[config.mk]
export PLATFORM = sky130hd
export DESIGN_NAME = sppm_top
export DESIGN_NICKNAME = d
export VERILOG_FILES = /design/src/sppm_pkg.sv /design/src/sppm_down_timer.sv /design/src/sppm_top.sv
export SDC_FILE = /design/constraint.sdc
export NUM_CORES = 1
export LEC_CHECK = 0
export ABC_AREA = 1
export BUFFER_PORTS_ARGS = -buffer_cell sky130_fd_sc_hd__buf_4
export CORE_MARGIN = 2
export CORE_UTILIZATION = 35
export CTS_BUF_LIST = sky130_fd_sc_hd__clkbuf_4 sky130_fd_sc_hd__clkbuf_8
export DETAILED_ROUTE_END_ITERATION = 16
export SETUP_SLACK_MARGIN = 0.4
export SKIP_LAST_GASP = 1
export SLEW_MARGIN = 40
export SYNTH_ARGS = -nofsm -noshare
export SYNTH_HDL_FRONTEND = slang
export SYNTH_SLANG_ARGS = --single-unit
[constraint.sdc]
create_clock -name clock_i -period 2.5 [get_ports clock_i]
set_input_delay 0.25 -clock clock_i [delete_from_list [all_inputs] [get_ports clock_i]]
set_output_delay 0.25 -clock clock_i [all_outputs]
set_load 0.03 [all_outputs]
[src/sppm_pkg.sv]
// constants, types and the function list for the switch port power block
// assumes one switch core clock at 50 MHz and plain-port control bits
//
// Function
// - a bridge in D3hot asks its own link for L1, ignoring other ports
// - upstream low power plus all acks puts the whole switch in low power
// - power-on reset gives D0 uninitialized; configuration moves it to D0 active
// - writing D3hot code from D0 active enters D3hot; D0 code returns uninitialized
// - leaving D3hot resets nothing; context kept flag defaults to set
// - in D3hot type 0 configuration reads and writes complete normally
// - in D3hot messages targeting the bridge are accepted and processed
// - in D3hot other primary requests and all secondary requests are unsupported
// - in D3hot packet errors report as in D0, other errors are dropped
// - in D3hot completions targeting the bridge are unexpected completions
// - in D3hot completions passing through route as in D0
// - no wake from D3cold; downstream hot-plug wake allowed from D3hot
// - after a wake message a timer runs; still pending at expiry means resend
// - turn-off handshake is accepted in every power state
// - an upstream turn-off is forwarded on every active downstream port
// - when all active ports acked, one ack goes upstream and link to L2/L3 ready
// - a packet upstream after turn-off and before the ack abandons aggregation
// - once the ack is scheduled aggregation is done; later packets may be dropped
// - abandoning packets go to the switch, or to a port, waking its link first
// - abandoning does not cancel downstream handshakes already sent
// - a port missing its ack by its time-out acts as if acknowledged
// - returning to D0 uninitialized after the handshake resumes wake messages
package sppm_pkg;
    localparam int NPORT = 3;
    localparam int NDOWN = 2;
    localparam logic [1:0] PS_D0    = 2'h0;
    localparam logic [1:0] PS_D3HOT = 2'h3;
    localparam logic       CONTEXT_KEPT_RST = 1'h1;
    localparam int TMR_W = 16;
    localparam logic [TMR_W-1:0] TMR_ONE = 16'h0001;

    typedef enum logic [1:0] {
        SPPM_D0_UNINIT = 2'b00,
        SPPM_D0_ACTIVE = 2'b01,
        SPPM_D3_HOT    = 2'b11
    } sppm_pm_e;

    typedef enum logic [1:0] {
        SPPM_AG_IDLE = 2'b00,
        SPPM_AG_WAIT = 2'b01,
        SPPM_AG_DONE = 2'b10
    } sppm_ag_e;

    // packet dispositions returned by the filter
    typedef enum logic [1:0] {
        SPPM_DISP_NORMAL = 2'b00,
        SPPM_DISP_UR     = 2'b01,
        SPPM_DISP_UC     = 2'b10,
        SPPM_DISP_DROP   = 2'b11
    } sppm_disp_e;
endpackage

[src/sppm_down_timer.sv]
// per downstream port: wake retry timer and turn-off ack timer
// assumes enable, requests and clears come from the same clock domain
`timescale 1ns/1ps
module sppm_down_timer
(
    input  wire logic                         clock_i,     // core clock
    input  wire logic                         rst_n_i,     // sync reset
    input  wire logic                         ce_i,        // clock enable
    input  wire logic                         wake_ok_i,   // wake allowed
    input  wire logic                         wake_ev_i,   // hot-plug event
    input  wire logic                         wake_clr_i,  // sw clears status
    input  wire logic [sppm_pkg::TMR_W-1:0]   wake_to_i,   // retry time-out
    input  wire logic                         to_send_i,   // turn-off sent
    input  wire logic                         to_ack_i,    // ack received
    input  wire logic [sppm_pkg::TMR_W-1:0]   ack_to_i,    // ack time-out
    output logic                              wake_msg_o,  // send wake msg
    output logic                              wake_sts_o,  // wake status
    output logic                              acked_o,     // acked or timed
    output logic                              ack_tout_o   // time-out seen
);
    logic                       sts_reg, sts_next;
    logic [sppm_pkg::TMR_W-1:0] wtmr_reg, wtmr_next;
    logic                       msg_reg, msg_next;
    logic                       wait_reg, wait_next;
    logic [sppm_pkg::TMR_W-1:0] atmr_reg, atmr_next;
    logic                       acked_reg, acked_next;
    logic                       tout_reg, tout_next;

    always_comb
    begin
        sts_next  = sts_reg;
        wtmr_next = wtmr_reg;
        msg_next  = 1'b0;
        if (wake_clr_i)
            sts_next = 1'b0;
        if (wtmr_reg != '0)
            wtmr_next = wtmr_reg - sppm_pkg::TMR_ONE;
        if (wake_ok_i && wake_ev_i && !sts_reg)
        begin
            sts_next  = 1'b1;
            msg_next  = 1'b1;
            wtmr_next = wake_to_i;
        end
        else if (wake_ok_i && sts_reg && !wake_clr_i
                 && wtmr_reg == sppm_pkg::TMR_ONE)
        begin
            msg_next  = 1'b1;
            wtmr_next = wake_to_i;
        end
        wait_next  = wait_reg;
        atmr_next  = atmr_reg;
        acked_next = acked_reg;
        tout_next  = tout_reg;
        if (to_send_i)
        begin
            wait_next  = 1'b1;
            atmr_next  = ack_to_i;
            acked_next = 1'b0;
            tout_next  = 1'b0;
        end
        else if (wait_reg)
        begin
            if (to_ack_i)
            begin
                wait_next  = 1'b0;
                acked_next = 1'b1;
            end
            else if (atmr_reg <= sppm_pkg::TMR_ONE)
            begin
                wait_next  = 1'b0;
                acked_next = 1'b1;
                tout_next  = 1'b1;
            end
            else
                atmr_next = atmr_reg - sppm_pkg::TMR_ONE;
        end
    end

    always_ff @(posedge clock_i)
    begin
        if (!rst_n_i)
        begin
            sts_reg   <= 1'b0;
            wtmr_reg  <= '0;
            msg_reg   <= 1'b0;
            wait_reg  <= 1'b0;
            atmr_reg  <= '0;
            acked_reg <= 1'b0;
            tout_reg  <= 1'b0;
        end
        else if (ce_i)
        begin
            sts_reg   <= sts_next;
            wtmr_reg  <= wtmr_next;
            msg_reg   <= msg_next;
            wait_reg  <= wait_next;
            atmr_reg  <= atmr_next;
            acked_reg <= acked_next;
            tout_reg  <= tout_next;
        end
    end

    assign wake_msg_o = msg_reg;
    assign wake_sts_o = sts_reg;
    assign acked_o    = acked_reg;
    assign ack_tout_o = tout_reg;
endmodule

[src/sppm_top.sv]
// per-port power state, D3hot filtering, wake and turn-off aggregation
// assumes packet classification and link state machines sit outside
// port 0 is upstream, ports 1..NDOWN are downstream
`timescale 1ns/1ps
module sppm_top
(
    input  wire logic                   clock_i,        // core clock
    input  wire logic                   rst_n_i,        // sync reset, low
    input  wire logic                   ce_i,           // clock enable
    input  wire logic [2:0]             cfg_done_i,     // bridge configured
    input  wire logic [2:0]             ps_wr_i,        // state field write
    input  wire logic [5:0]             ps_wdata_i,     // 2 bits per port
    output logic      [5:0]             ps_rdata_o,     // state field read
    output logic      [2:0]             context_kept_o, // context kept flag
    output logic      [2:0]             pm_state_o,     // d3hot per port
    output logic      [2:0]             l1_req_o,       // ask link for L1
    output logic                        sw_low_power_o, // whole switch low
    input  wire logic                   pkt_vld_i,      // packet classify
    input  wire logic [1:0]             pkt_port_i,     // arrival port
    input  wire logic                   pkt_sec_i,      // secondary side
    input  wire logic                   pkt_req_i,      // is request
    input  wire logic                   pkt_cfg0_i,     // type 0 config
    input  wire logic                   pkt_msg_i,      // message
    input  wire logic                   pkt_self_i,     // targets bridge
    input  wire logic                   pkt_err_i,      // packet error
    output logic [1:0]                  pkt_disp_o,     // disposition
    output logic                        pkt_err_rpt_o,  // report error
    input  wire logic [2:0]             oth_err_i,      // non-packet error
    output logic [2:0]                  oth_err_rpt_o,  // reported
    input  wire logic [1:0]             hp_ev_i,        // hot-plug events
    input  wire logic [1:0]             wake_clr_i,     // clear wake status
    input  wire logic [31:0]            wake_to_i,      // retry time-outs
    input  wire logic [31:0]            ack_to_i,       // ack time-outs
    input  wire logic                   d3cold_i,       // aux power only
    output logic [1:0]                  wake_msg_o,     // send wake msg
    output logic [1:0]                  wake_sts_o,     // wake status bits
    input  wire logic                   turnoff_i,      // turn-off upstream
    input  wire logic [1:0]             dn_active_i,    // active down port
    input  wire logic [1:0]             dn_l0_i,        // down link in L0
    input  wire logic [1:0]             dn_ack_i,       // ack from down
    input  wire logic                   up_pkt_i,       // packet upstream
    input  wire logic                   up_pkt_self_i,  // it targets switch
    input  wire logic [1:0]             up_pkt_dn_i,    // its down target
    output logic [1:0]                  dn_turnoff_o,   // forward turn-off
    output logic                        up_ack_o,       // send ack upstream
    output logic                        up_l23_o,       // up to L2/L3 ready
    output logic [1:0]                  dn_l23_o,       // down to L2/L3
    output logic [1:0]                  dn_ack_tout_o,  // ack time-out
    output logic [1:0]                  dn_wake_link_o, // detect then L0
    output logic [1:0]                  dn_send_o,      // send held packet
    output logic                        up_drop_o,      // may discard
    output logic                        agg_abandon_o   // abandon pulse
);
    sppm_pkg::sppm_pm_e pm_reg [3];
    sppm_pkg::sppm_pm_e pm_next [3];
    sppm_pkg::sppm_ag_e ag_reg, ag_next;
    logic       ack_reg, ack_next;
    logic       l23_reg, l23_next;
    logic       aban_reg, aban_next;
    logic [1:0] fwd_reg, fwd_next;
    logic [1:0] hold_reg, hold_next;
    logic [1:0] send_reg, send_next;
    logic [1:0] disp_reg, disp_next;
    logic       erpt_reg, erpt_next;
    logic [1:0] dn_acked;
    logic [1:0] d3_seen;
    logic       in_d3;

    // power state machines, one per bridge
    always_comb
    begin
        for (int p = 0; p < 3; p++)
        begin
            pm_next[p] = pm_reg[p];
            case (pm_reg[p])
                sppm_pkg::SPPM_D0_UNINIT:
                    if (cfg_done_i[p])
                        pm_next[p] = sppm_pkg::SPPM_D0_ACTIVE;
                sppm_pkg::SPPM_D0_ACTIVE:
                    if (ps_wr_i[p] && ps_wdata_i[2*p +: 2] == sppm_pkg::PS_D3HOT)
                        pm_next[p] = sppm_pkg::SPPM_D3_HOT;
                sppm_pkg::SPPM_D3_HOT:
                    if (ps_wr_i[p] && ps_wdata_i[2*p +: 2] == sppm_pkg::PS_D0)
                        pm_next[p] = sppm_pkg::SPPM_D0_UNINIT;
                default:
                    pm_next[p] = sppm_pkg::SPPM_D0_UNINIT;
            endcase
        end
    end

    always_ff @(posedge clock_i)
    begin
        if (!rst_n_i)
        begin
            for (int p = 0; p < 3; p++)
                pm_reg[p] <= sppm_pkg::SPPM_D0_UNINIT;
        end
        else if (ce_i)
        begin
            for (int p = 0; p < 3; p++)
                pm_reg[p] <= pm_next[p];
        end
    end

    always_comb
    begin
        for (int p = 0; p < 3; p++)
        begin
            pm_state_o[p] = (pm_reg[p] == sppm_pkg::SPPM_D3_HOT);
            ps_rdata_o[2*p +: 2] = pm_state_o[p] ? sppm_pkg::PS_D3HOT
                                                 : sppm_pkg::PS_D0;
            context_kept_o[p] = sppm_pkg::CONTEXT_KEPT_RST;
            l1_req_o[p] = pm_state_o[p];
            oth_err_rpt_o[p] = oth_err_i[p] && !pm_state_o[p];
        end
    end

    // packet filtering in D3hot
    always_comb
    begin
        in_d3 = pm_state_o[pkt_port_i];
        disp_next = sppm_pkg::SPPM_DISP_NORMAL;
        erpt_next = pkt_vld_i && pkt_err_i;
        if (pkt_vld_i && in_d3)
        begin
            if (!pkt_req_i)
                disp_next = pkt_self_i ? sppm_pkg::SPPM_DISP_UC
                                       : sppm_pkg::SPPM_DISP_NORMAL;
            else if (pkt_sec_i)
                disp_next = sppm_pkg::SPPM_DISP_UR;
            else if (pkt_cfg0_i)
                disp_next = sppm_pkg::SPPM_DISP_NORMAL;
            else if (pkt_msg_i && pkt_self_i)
                disp_next = sppm_pkg::SPPM_DISP_NORMAL;
            else
                disp_next = sppm_pkg::SPPM_DISP_UR;
        end
    end

    // turn-off aggregation
    always_comb
    begin
        ag_next   = ag_reg;
        ack_next  = 1'b0;
        l23_next  = l23_reg;
        aban_next = 1'b0;
        fwd_next  = 2'b00;
        hold_next = hold_reg;
        send_next = 2'b00;
        for (int d = 0; d < 2; d++)
        begin
            if (hold_reg[d] && dn_l0_i[d])
            begin
                hold_next[d] = 1'b0;
                send_next[d] = 1'b1;
            end
        end
        // a new packet for a port is held even in the cycle the held one is sent
        if (up_pkt_i && !up_pkt_self_i)
            hold_next = hold_next | up_pkt_dn_i;
        case (ag_reg)
            sppm_pkg::SPPM_AG_IDLE:
                if (turnoff_i)
                begin
                    fwd_next = dn_active_i;
                    ag_next  = sppm_pkg::SPPM_AG_WAIT;
                end
            sppm_pkg::SPPM_AG_WAIT:
                if (up_pkt_i)
                begin
                    aban_next = 1'b1;
                    ag_next   = sppm_pkg::SPPM_AG_IDLE;
                end
                // acks of an earlier round clear the cycle after forwarding
                else if (fwd_reg == 2'b00
                         && (dn_acked | ~dn_active_i) == 2'b11)
                begin
                    ack_next = 1'b1;
                    l23_next = 1'b1;
                    ag_next  = sppm_pkg::SPPM_AG_DONE;
                end
            sppm_pkg::SPPM_AG_DONE:
                if (turnoff_i)
                begin
                    fwd_next = dn_active_i;
                    l23_next = 1'b0;
                    ag_next  = sppm_pkg::SPPM_AG_WAIT;
                end
                else if (pm_reg[0] != sppm_pkg::SPPM_D3_HOT && !d3cold_i)
                begin
                    l23_next = 1'b0;
                    ag_next  = sppm_pkg::SPPM_AG_IDLE;
                end
            default:
                ag_next = sppm_pkg::SPPM_AG_IDLE;
        endcase
    end

    always_ff @(posedge clock_i)
    begin
        if (!rst_n_i)
        begin
            ag_reg   <= sppm_pkg::SPPM_AG_IDLE;
            ack_reg  <= 1'b0;
            l23_reg  <= 1'b0;
            aban_reg <= 1'b0;
            fwd_reg  <= 2'b00;
            hold_reg <= 2'b00;
            send_reg <= 2'b00;
            disp_reg <= 2'b00;
            erpt_reg <= 1'b0;
        end
        else if (ce_i)
        begin
            ag_reg   <= ag_next;
            ack_reg  <= ack_next;
            l23_reg  <= l23_next;
            aban_reg <= aban_next;
            fwd_reg  <= fwd_next;
            hold_reg <= hold_next;
            send_reg <= send_next;
            disp_reg <= disp_next;
            erpt_reg <= erpt_next;
        end
    end

    // wake allowed from D0 or D3hot of port or switch, never in D3cold or once the turn-off handshake is done
    assign d3_seen = {2{!d3cold_i && ag_reg != sppm_pkg::SPPM_AG_DONE}};

    genvar g;
    generate
        for (g = 0; g < 2; g++)
        begin : g_dn
            sppm_down_timer u_tmr
            (
                .clock_i    (clock_i),
                .rst_n_i    (rst_n_i),
                .ce_i       (ce_i),
                .wake_ok_i  (d3_seen[g]),
                .wake_ev_i  (hp_ev_i[g]),
                .wake_clr_i (wake_clr_i[g]),
                .wake_to_i  (wake_to_i[16*g +: 16]),
                .to_send_i  (fwd_reg[g]),
                .to_ack_i   (dn_ack_i[g]),
                .ack_to_i   (ack_to_i[16*g +: 16]),
                .wake_msg_o (wake_msg_o[g]),
                .wake_sts_o (wake_sts_o[g]),
                .acked_o    (dn_acked[g]),
                .ack_tout_o (dn_ack_tout_o[g])
            );
        end
    endgenerate

    assign dn_turnoff_o   = fwd_reg;
    assign up_ack_o       = ack_reg;
    assign up_l23_o       = l23_reg;
    assign sw_low_power_o = l23_reg && pm_state_o[0];
    assign dn_l23_o       = dn_acked;
    assign dn_wake_link_o = hold_reg & ~dn_l0_i;
    assign dn_send_o      = send_reg;
    assign up_drop_o      = (ag_reg == sppm_pkg::SPPM_AG_DONE);
    assign agg_abandon_o  = aban_reg;
    assign pkt_disp_o     = disp_reg;
    assign pkt_err_rpt_o  = erpt_reg;

    a_d3_filter_ur: assert property (@(posedge clock_i) disable iff (!rst_n_i)
        ce_i && pkt_vld_i && pkt_req_i && pkt_sec_i && pm_state_o[pkt_port_i]
        |=> pkt_disp_o == sppm_pkg::SPPM_DISP_UR) else $error("ur");
    a_ack_after_all: assert property (@(posedge clock_i) disable iff (!rst_n_i)
        up_ack_o |-> $past(ag_reg) == sppm_pkg::SPPM_AG_WAIT && up_l23_o)
        else $error("ack");
    a_abandon_pkt: assert property (@(posedge clock_i) disable iff (!rst_n_i)
        agg_abandon_o |-> $past(up_pkt_i) && !up_ack_o)
        else $error("abandon");
    a_fwd_turnoff: assert property (@(posedge clock_i) disable iff (!rst_n_i)
        ce_i && turnoff_i && ag_reg == sppm_pkg::SPPM_AG_IDLE
        |=> dn_turnoff_o == $past(dn_active_i)) else $error("fwd");
    a_l1_in_d3: assert property (@(posedge clock_i) disable iff (!rst_n_i)
        l1_req_o == pm_state_o && ps_rdata_o[1:0] == {2{pm_state_o[0]}})
        else $error("l1");
    a_d3_exit_uninit: assert property (@(posedge clock_i) disable iff (!rst_n_i)
        ce_i && pm_state_o[0] && ps_wr_i[0] && ps_wdata_i[1:0] == 2'h0
        |=> pm_reg[0] == sppm_pkg::SPPM_D0_UNINIT) else $error("d0");
    a_no_wake_cold: assert property (@(posedge clock_i) disable iff (!rst_n_i)
        $past(d3cold_i) && $past(ce_i) |-> wake_msg_o == 2'b00)
        else $error("cold");
    a_other_err_drop: assert property (@(posedge clock_i) disable iff (!rst_n_i)
        pm_state_o[1] |-> !oth_err_rpt_o[1]) else $error("err");
    c_abandon: cover property (@(posedge clock_i) agg_abandon_o);
    c_ack: cover property (@(posedge clock_i) up_ack_o);
    c_tout: cover property (@(posedge clock_i) dn_ack_tout_o != 2'b00);
    c_wake: cover property (@(posedge clock_i) wake_msg_o[0]);
endmodule

# ---- Word level (Yosys, flattened, before mapping)
# Memory sizes are Yosys's and may differ from the RTL's.
# Cells that the tools add are included.
dict set report totals {
  regBits 88
  latchBits 0
  ramBits 6
  rom_bits 0
  output_inout_bits 40
  word_cells 233
  memories 1
}
dict set report classes {
  add_sub_neg 4
  n_mul 0
  div_mod_pow 0
  order_cmp 3
  eq_ne 25
  shift 0
  n_mux 97
  bitwise_logic 8
  n_reduce_logical 72
}
# memory depth word_bits rd rd_ports_with_merged_regs write_ports line
set mem_list {}
lappend mem_list {pm_reg 3 2 3 0 3 sppm_top.sv:54} ;# sppm_pkg::sppm_pm_e pm_reg [3];
# cell n
set op_table {}
lappend op_table {{2-to-1 mux 16 bit} 14}
lappend op_table {{subtractor 16 x 1 -> 16 bit, second input constant} 4}
lappend op_table {{2-to-1 mux 2 bit} 26}
lappend op_table {{2-to-1 mux 1 bit} 51}
lappend op_table {{== test 16 x 1 -> 1 bit, second input constant} 2}
lappend op_table {{<= comparator 16 x 1 -> 1 bit, second input constant} 2}
lappend op_table {{nonzero test 16 bit} 2}
lappend op_table {{logical AND 1 bit} 29}
lappend op_table {{one-hot mux 2 bit (3 select lines)} 4}
lappend op_table {{AND reduction 4 bit} 5}
lappend op_table {{== test 2 bit, second input constant} 8}
lappend op_table {{zero test 2 bit} 8}
lappend op_table {{inequality test 2 bit, second input constant} 7}
lappend op_table {{nonzero test 2 bit} 7}
lappend op_table {{nonzero test 3 bit} 4}
lappend op_table {{zero test 1 bit} 9}
lappend op_table {{== test 2 x 1 -> 1 bit, second input constant} 4}
lappend op_table {{AND reduction 2 bit} 4}
lappend op_table {{AND reduction 3 bit} 2}
lappend op_table {{AND reduction 5 bit} 1}
lappend op_table {{inequality test 2 x 1 -> 1 bit, second input constant} 2}
lappend op_table {{inverter 2 bit} 2}
lappend op_table {{bitwise OR 2 bit} 2}
lappend op_table {{less-than comparator 2 x 3 -> 1 bit, second input constant} 1}
lappend op_table {{7 further kinds} 9}

# ---- Depth between registers and ports, before layout
# Gate-level depths: netlist (run 1).
dict set report logic_depth {
  depth_word 7
  ltp_mapped 11
}

# ---- Hierarchy
# Synthesis (run 1) repeated with hierarchy kept, for this count alone.
dict set report hier_totals {
  hier_cells 1136
  hier_area_um2 6774.0
}
# mod n_inst cells_each area_per_inst_um2
set modules_own_cells {}
lappend modules_own_cells {{sppm_down_timer (g_dn[1].u_tmr)} 1 480 2778.9}
lappend modules_own_cells {{sppm_down_timer (g_dn[0].u_tmr)} 1 490 2770.2}
lappend modules_own_cells {sppm_top 1 166 1224.9}

# ---- Least setup slack after synthesis (run 1)
# OpenSTA, ideal clock, no wires.
dict set report synth_path {
  kind {reg-to-reg}
  start {reg g_dn[1].u_tmr.atmr_reg[0] (netlist bit)}
  end {reg g_dn[1].u_tmr.atmr_reg[3] (netlist bit)}
  setup_ns 0.070
  t_arrival_ns 1.510
  required_time_ns 2.430
  setup_slack_ns 0.919
  path_stages_with_launch 11
  cell_sequence {dfxtp_1 inv_1 ha_1 o21ai_0 nor2_1 nand2_1 nand2_2 a21oi_2 buf_4 nand2_1 a21oi_1}
}
dict set report synth_between {
  elab_chain_len 5
}
# element line
set synth_rtl {}
lappend synth_rtl {{start, declared} sppm_down_timer.sv:25} ;# logic [sppm_pkg::TMR_W-1:0] atmr_reg, atmr_next;
lappend synth_rtl {{start signal, assigned} sppm_down_timer.sv:97} ;# atmr_reg <= atmr_next;
lappend synth_rtl {{subtractor 16 x 1 -> 16 bit} sppm_down_timer.sv:75} ;# atmr_next = atmr_reg - sppm_pkg::TMR_ONE;
lappend synth_rtl {{2-to-1 mux 16 bit} sppm_down_timer.sv:68} ;# else if (atmr_reg <= sppm_pkg::TMR_ONE)
lappend synth_rtl {{2-to-1 mux 16 bit} sppm_down_timer.sv:63} ;# if (to_ack_i)
lappend synth_rtl {{2-to-1 mux 16 bit} sppm_down_timer.sv:61} ;# else if (wait_reg)
lappend synth_rtl {{2-to-1 mux 16 bit} sppm_down_timer.sv:54} ;# if (to_send_i)
# Parallel ways exist; a longest one is shown, timed or not. The select of a mux whose other input is x is not followed.
# A chain may end at the register's enable or synchronous reset.

# ---- Worst setup path in the final report (run 1)
dict set report layout_path {
  start {reg g_dn[0].u_tmr.atmr_reg[0] (netlist bit)}
  end {reg g_dn[0].u_tmr.atmr_reg[4] (netlist bit)}
}
dict set report layout_between {
  elab_chain_len 5
}
# element line
set layout_rtl {}
lappend layout_rtl {{start, declared} sppm_down_timer.sv:25}
lappend layout_rtl {{start signal, assigned} sppm_down_timer.sv:97}
lappend layout_rtl {{subtractor 16 x 1 -> 16 bit} sppm_down_timer.sv:75}
lappend layout_rtl {{2-to-1 mux 16 bit} sppm_down_timer.sv:68}
lappend layout_rtl {{2-to-1 mux 16 bit} sppm_down_timer.sv:63}
lappend layout_rtl {{2-to-1 mux 16 bit} sppm_down_timer.sv:61}
lappend layout_rtl {{2-to-1 mux 16 bit} sppm_down_timer.sv:54}
# Parallel ways exist; a longest one is shown, timed or not. The select of a mux whose other input is x is not followed.

==> impl_metrics.py, run 1 <==
metrics = {
    "synth": {
        "ys_seq_area_share_pct": 29.6,
        "ys_top_cells_by_area": "dfxtp_1 (27%), nand2_1 (18%), nor2_1 (11%)",
        "synth_top_area_cell": "dfxtp_1",
        "syn_avg_cell_area_um2": 6.17,
        "synth.cell_area_mm2": 0.00657,
        "yosysWarnings": 0,
        "ys_ff_latch": 94,
        "synthCells": 1065,
        "synth_cell_types": 47,
        "synth.top_cell.area_share_pct": 26.8,
    },
    "die": {
        "core_area_mm2": 0.0186,
        "io_pins": 147,
        "die_h_um": 141,
        "die_area_mm2": 0.0199,
        "die-width_um": 141,
        "start_util_pct": 35.4,
        "rows": 50,
    },
    "critical_path": {
        "worst-path-max-fanout": 17,
        "worstSetupPathType": "register to register",
        "arrival_ns": 2.14,
        "rr_startpoint": "g_dn[0].u_tmr.atmr_reg[0]$_SDFFE_PN0P_",
        "rrSetupSlack_ns": 0.62,
        "r2r_cells": 9,
        "start_kind": "register",
        "required_ns": 2.76,
        "reg2reg_to": "g_dn[0].u_tmr.atmr_reg[4]$_SDFFE_PN0P_",
        "endpoint_kind": "register",
    },
    "clocking": {
        "path_clk_slew_ns": 0.10,
        "htree_num_levels": 3,
        "cts.path.max_buffers": 2,
        "root_buffer": "clkbuf_8",
        "clkLatencyLatePin_ns": 0.37,
        "cts_tree": "yes",
        "cts_hold_buffers": 0,
        "cts_sinks": 94,
        "cts-buffers-inserted": 9,
    },
    "layout": {
        "num_antenna_cells": 0,
        "fill_cells": 1988,
        "instances_no_fill": 1415,
        "nets": 1293,
        "layout_commonest_cell": "nand2_1",
        "drive_gt1_share_pct": 19.2,
        "syn2layout_area_growth_pct": 19.8,
        "final_cell_mix": "nand2_1 (313), nor2_1 (196), buf_4 (151), inv_1 (103), dfxtp_1 (88)",
    },
    "drt": {
        "wl_per_cell_um": 12.6,
        "drc": 0,
        "dr_total_vias": 6632,
        "detail-route-antenna-nets": 0,
        "drt-total-wl_mm": 17.8,
        "via_per_inst": 4.69,
        "drt_iter0_markers": 336,
        "dr.pass1.iters": 4,
    },
    "placed_design": {
        "placed_cells": 1399,
        "hpwl_mm": 13.5,
        "gp_congestion": 0.874,
        "io_buffers": 143,
    },
    "grt": {
        "grt_pass1_vias": 6255,
        "grt_max_degree": 49,
        "grtUsageTotal_pct": 18.2,
        "grt-ovfl-total": 0,
        "grt_antenna_before_repair": 0,
        "grt_pass1_wl_mm": 29.6,
    },
    "pwr": {
        "powerDensity_mw_per_mm2": 488,
        "vdd_drop_max_mv": 0.345,
        "total_power_uw": 3840,
        "power_leakage_uw": 0.00387,
    },
    "sta": {
        "rsz0062_at_grt": "false",
        "finalHoldViolCount": 0,
        "maxSlewHeadroom_pct": 49.9,
        "max_freq_mhz": 533,
        "finalSetupViolations": 0,
        "fin_setup_tns_ns": 0,
        "slew_violations": 0,
        "worst_slew_pin_slew_ns": 0.749,
        "fin_crit_sh_pct": 75.1,
        "period_minus_slack_ns": 1.88,
        "skew_ns": 0.0149,
    },
    "hold_path": {
        "whs_endpoint": "pkt_err_rpt_o$_SDFFE_PN0P_",
        "min-delay-start": "pkt_err_i",
        "hold_depth": 2,
        "hold_path.class": "input pin to register",
    },
    "status": {
        "outcome": "completed",
    },
    "run": {
        "cap_violations": 0,
    },
}
-- how the worst max path moves through the flow --
stage	slack, ns	start	depth (start not counted)	endpoint
after floorplan	0.92	g_dn[1].u_tmr.atmr_reg[0]$_SDFFE_PN0P_	10	g_dn[1].u_tmr.atmr_reg[3]$_SDFFE_PN0P_
after global placement	0.55	rst_n_i	6	pm_reg[0][4]$_SDFFCE_PN0P_
after detailed placement	0.51	rst_n_i	6	pm_reg[0][4]$_SDFFCE_PN0P_
after CTS	0.59	g_dn[0].u_tmr.atmr_reg[0]$_SDFFE_PN0P_	9	g_dn[0].u_tmr.atmr_reg[5]$_SDFFE_PN0P_
after global routing	0.43	g_dn[1].u_tmr.atmr_reg[0]$_SDFFE_PN0P_	10	g_dn[1].u_tmr.atmr_reg[3]$_SDFFE_PN0P_
final	0.62	g_dn[0].u_tmr.atmr_reg[0]$_SDFFE_PN0P_	9	g_dn[0].u_tmr.atmr_reg[4]$_SDFFE_PN0P_
-- stage by stage --
| step | hold slack (ns) | util (%) | instance area [µm²] | setup slack [ns] |
|---|---|---|---|---|
| finish | 0.135 | 42.4 | 7870 | 0.622 |
| global route | 0.118 | 42.4 | 7870 | 0.433 |
| CTS | 0.110 | 42.3 | 7860 | 0.585 |
| detailed placement | 0.456 | 41.1 | 7640 | 0.512 |
| global placement | 0.442 | 41.1 | 7640 | 0.552 |
| floorplan | 0.403 | - | 6580 | 0.919 |
-- cells in the mapped netlist, drive strengths merged --
master / instances
nand3: 70
o211a: 1
clkbuf: 11
o211ai: 2
nand2: 340
a211oi: 3
nor4: 3
o21ai: 66
nor3b: 3
inv: 107
o41ai: 1
and3: 1
and2: 1
a22oi: 1
a21oi: 43
a31oi: 2
buf: 42
xnor2: 2
edfxtp: 6
o31ai: 5
o22ai: 2
nand4: 4
or2: 6
clkinv: 3
nor2: 213
a32o: 3
nand3b: 8
ha: 10
conb: 1
xor2: 17
dfxtp: 88
-- worst max-delay path, cell delays in order (launching register included) --
cell	delay, ns
dfxtp_1	0.33
inv_1	0.11
ha_1	0.21
nand2_1	0.12
nand2_1	0.15
nand4_2	0.15
nand2_2	0.30
inv_4	0.15
o21ai_0	0.19
nor2_1	0.05
-- report_power, final --
| part | internal, µW | total (µW) | switching (µW) |
|---|---|---|---|
| registers | 1590 | 1660 | 69.3 |
| clock network | 566 | 1160 | 595 |
| logic | 408 | 1020 | 610 |
| total | 2570 | 3840 | 1270 |
-- layout make-up --
type                            instances  area, µm²  share of cell area, %
Multi-Input combinational cell        810       3870                   49.1
Sequential cell                        94       1940                   24.7
Timing Repair Buffer                  151       1130                   14.4
Inverter                              110        418                   5.31
Tap cell                              234        293                   3.72
Clock buffer                            9        124                   1.57
Clock inverter                          7       96.3                   1.22
-- repair_timing --
| action | CTS | global route |
|---|---|---|
| resized for setup | 0 | 3 |
| setup buffers | 0 | 0 |
| endpoints found under the setup margin | 0 | 8 |
| endpoints found under the hold margin | 0 | 0 |
-- metal layers --
layer / vias to the layer above / global-route usage [%] / wire length, µm
met4: 0 / 5.53 / 309
met3: 22 / 3.09 / 948
met5: - / 0 / 0
met1: 2915 / 23.3 / 8270
met2: 150 / 31.2 / 8240
li1: 3545 / - / -
-- cells by family (layout without fill, tap and decap cells) --
logic type | Yosys count | after routing | synth area share (%)
compound gates | 129 | 129 | 10.7
flops | 94 | 94 | 29.6
other cells | 1 | 3 | 0.0571
xor+xnor | 19 | 19 | 2.53
buf+inv | 163 | 277 | 11.9
simple gates | 649 | 649 | 43.4
fa+ha+maj | 10 | 10 | 1.90
Power figures use the tool's default switching activity.
==> run 2, diff against run 1 <==
==> constraint.sdc (replaced) <==
create_clock -name clock_i -period 1.6 [get_ports clock_i]
set_input_delay 0.16 -clock clock_i [delete_from_list [all_inputs] [get_ports clock_i]]
set_output_delay 0.16 -clock clock_i [all_outputs]
set_load 0.03 [all_outputs]
==> run 2 against run 1 <==
Against the previous run:
- setup slack worse by 0.60 ns
- maximum frequency is 19% higher
- cell count grew 8.9%
- critical path depth grew 1
- count of clock-buffer cells in the layout rose by 4
- critical path type unchanged
==> impl_metrics.py, run 2 (synthesis gave the netlist of run 1 again) <==
metrics = {
    "status": {
        "outcome": "completed",
    },
    "layout": {
        "final_area_mm2": 0.0101,
        "nets": 1419,
        "instances_no_fill": 1541,
        "num_antenna_cells": 0,
        "layout_commonest_cell": "nand2_1",
        "final_cell_mix": "nand2_1 (277), buf_4 (210), nor2_1 (143), inv_1 (86), nand3_1 (61)",
        "syn2layout_area_growth_pct": 53.7,
        "drive_gt1_share_pct": 41.5,
    },
    "die": {
        "rows": 50,
        "die-width_um": 141,
        "start_util_pct": 35.4,
        "io_pins": 147,
        "core_area_mm2": 0.0186,
        "die_h_um": 141,
        "die_area_mm2": 0.0199,
    },
    "drt": {
        "wl_met3_um": 677,
        "wl_met1_mm": 9.44,
        "via_per_inst": 4.79,
        "wl_per_cell_um": 13.6,
        "detail-route-antenna-nets": 0,
        "dr.pass1.iters": 4,
        "drc": 0,
        "routed.top_layer": "met4",
        "drt-total-wl_mm": 20.9,
        "met2_length_mm": 10.5,
        "dr_total_vias": 7384,
        "drt_iter0_markers": 428,
    },
    "critical_path": {
        "endpoint_kind": "register",
        "arrival_ns": 1.86,
        "worstSetupPathType": "register to register",
        "worst-path-max-fanout": 5,
        "start_kind": "register",
        "required_ns": 1.88,
        "path_cells": "nor2_4 > nand2_2 > nor2_4 > nand3_2 > nand2_4 > buf_12 > buf_16 > o21ai_1 > nor2_1 > nor2_1",
        "cp_slowest_stage_delay_ns": 0.35,
        "slowest_stage": "dfxtp_1",
    },
    "pwr": {
        "power_leakage_uw": 0.00478,
        "powerDensity_mw_per_mm2": 662,
        "vdd_drop_max_mv": 0.382,
    },
    "grt": {
        "grtUsageTotal_pct": 20.1,
        "grt_pass1_wl_mm": 32.7,
        "grt_pass1_vias": 6848,
        "grt_antenna_before_repair": 0,
        "grt-ovfl-total": 0,
        "grt_max_degree": 34,
    },
    "clocking": {
        "htree_num_levels": 3,
        "clkLatencyLatePin_ns": 0.39,
        "cts_tree": "yes",
        "cts_sinks": 94,
        "cts_hold_buffers": 0,
        "path_clk_slew_ns": 0.10,
        "cts-buffers-inserted": 9,
        "root_buffer": "clkbuf_8",
        "cts.path.max_buffers": 2,
    },
    "sta": {
        "slew_violations": 0,
        "rsz0062_at_grt": "true",
        "hold_ws_ns": 0.0346,
        "fin_crit_sh_pct": 98.8,
        "period_minus_slack_ns": 1.58,
        "finalHoldViolCount": 0,
        "max_freq_mhz": 632,
        "finalSetupViolations": 0,
        "fin_setup_tns_ns": 0,
        "skew_ns": 0.0129,
    },
    "placed_design": {
        "gp_congestion": 0.844,
        "io_buffers": 143,
        "placed_cells": 1458,
        "hpwl_mm": 14.1,
        "dpl_cell_area_mm2": 0.00825,
    },
    "run": {
        "cap_violations": 0,
    },
    "hold_path": {
        "hold_path.class": "input pin to register",
    },
}
run 2: layout make-up:
| class | instances | area (µm²) |
|---|---|---|
| inverter | 110 | 448 |
| timing repair buffer | 270 | 2330 |
| fill | 1822 | 8480 |
| timing repair inverter | 1 | 16.3 |
| clock buffer | 13 | 154 |
| tap | 234 | 293 |
| sequential | 94 | 1990 |
| clock inverter | 3 | 45.0 |
| multi-input combinational | 816 | 4820 |
run 2: what timing repair did:
item | in CTS | in global routing
gates resized for setup | 163 | 132
setup endpoints to repair | 106 | 106
buffers inserted | 38 | 20
gates cloned | 4 | 5
pin swaps | 50 | 52
run 2: path summary, 6_finish.rpt:
path,start,to,slack [ns],depth (start not counted)
setup / recovery,g_dn[0].u_tmr.wtmr_reg[11]$_SDFFE_PN0P_,g_dn[0].u_tmr.wtmr_reg[0]$_SDFFE_PN0P_,0.02,10
hold / removal,pkt_err_i,pkt_err_rpt_o$_SDFFE_PN0P_,0.03,2
setup reg to reg,g_dn[0].u_tmr.wtmr_reg[11]$_SDFFE_PN0P_,g_dn[0].u_tmr.wtmr_reg[0]$_SDFFE_PN0P_,0.02,10
hold reg to reg,pkt_disp_o[1]$_SDFFE_PN0P_,pkt_disp_o[1]$_SDFFE_PN0P_,0.47,2
run 2: through the flow:
stage	total power (µW)	util, %	setup slack, ns
floorplan	3850	-	0.126
global placement	4440	44.4	0.0378
detailed placement	4450	44.4	0.00164
CTS	6480	50.5	0.0840
global route	7090	54.4	-0.0784
finish	6690	54.4	0.0188
run 2: power by group:
part / internal [µW] / switching, µW
sequential: 2490 / 117
combinational: 1090 / 1270
clock: 796 / 922
total: 4370 / 2310
run 2: worst max-delay path, delay by kind of cell (launching register included):
family	cells	cell delay (ns)
compound gates	1	0.05
buf+inv	2	0.22
flops	1	0.35
simple gates	7	0.85
run 2: routing by layer:
metal,GRT usage [%],up-vias
met1,25.9,3403
li1,-,3821
met2,35.2,138
met3,2.28,22
met4,6.68,0
met5,0,-
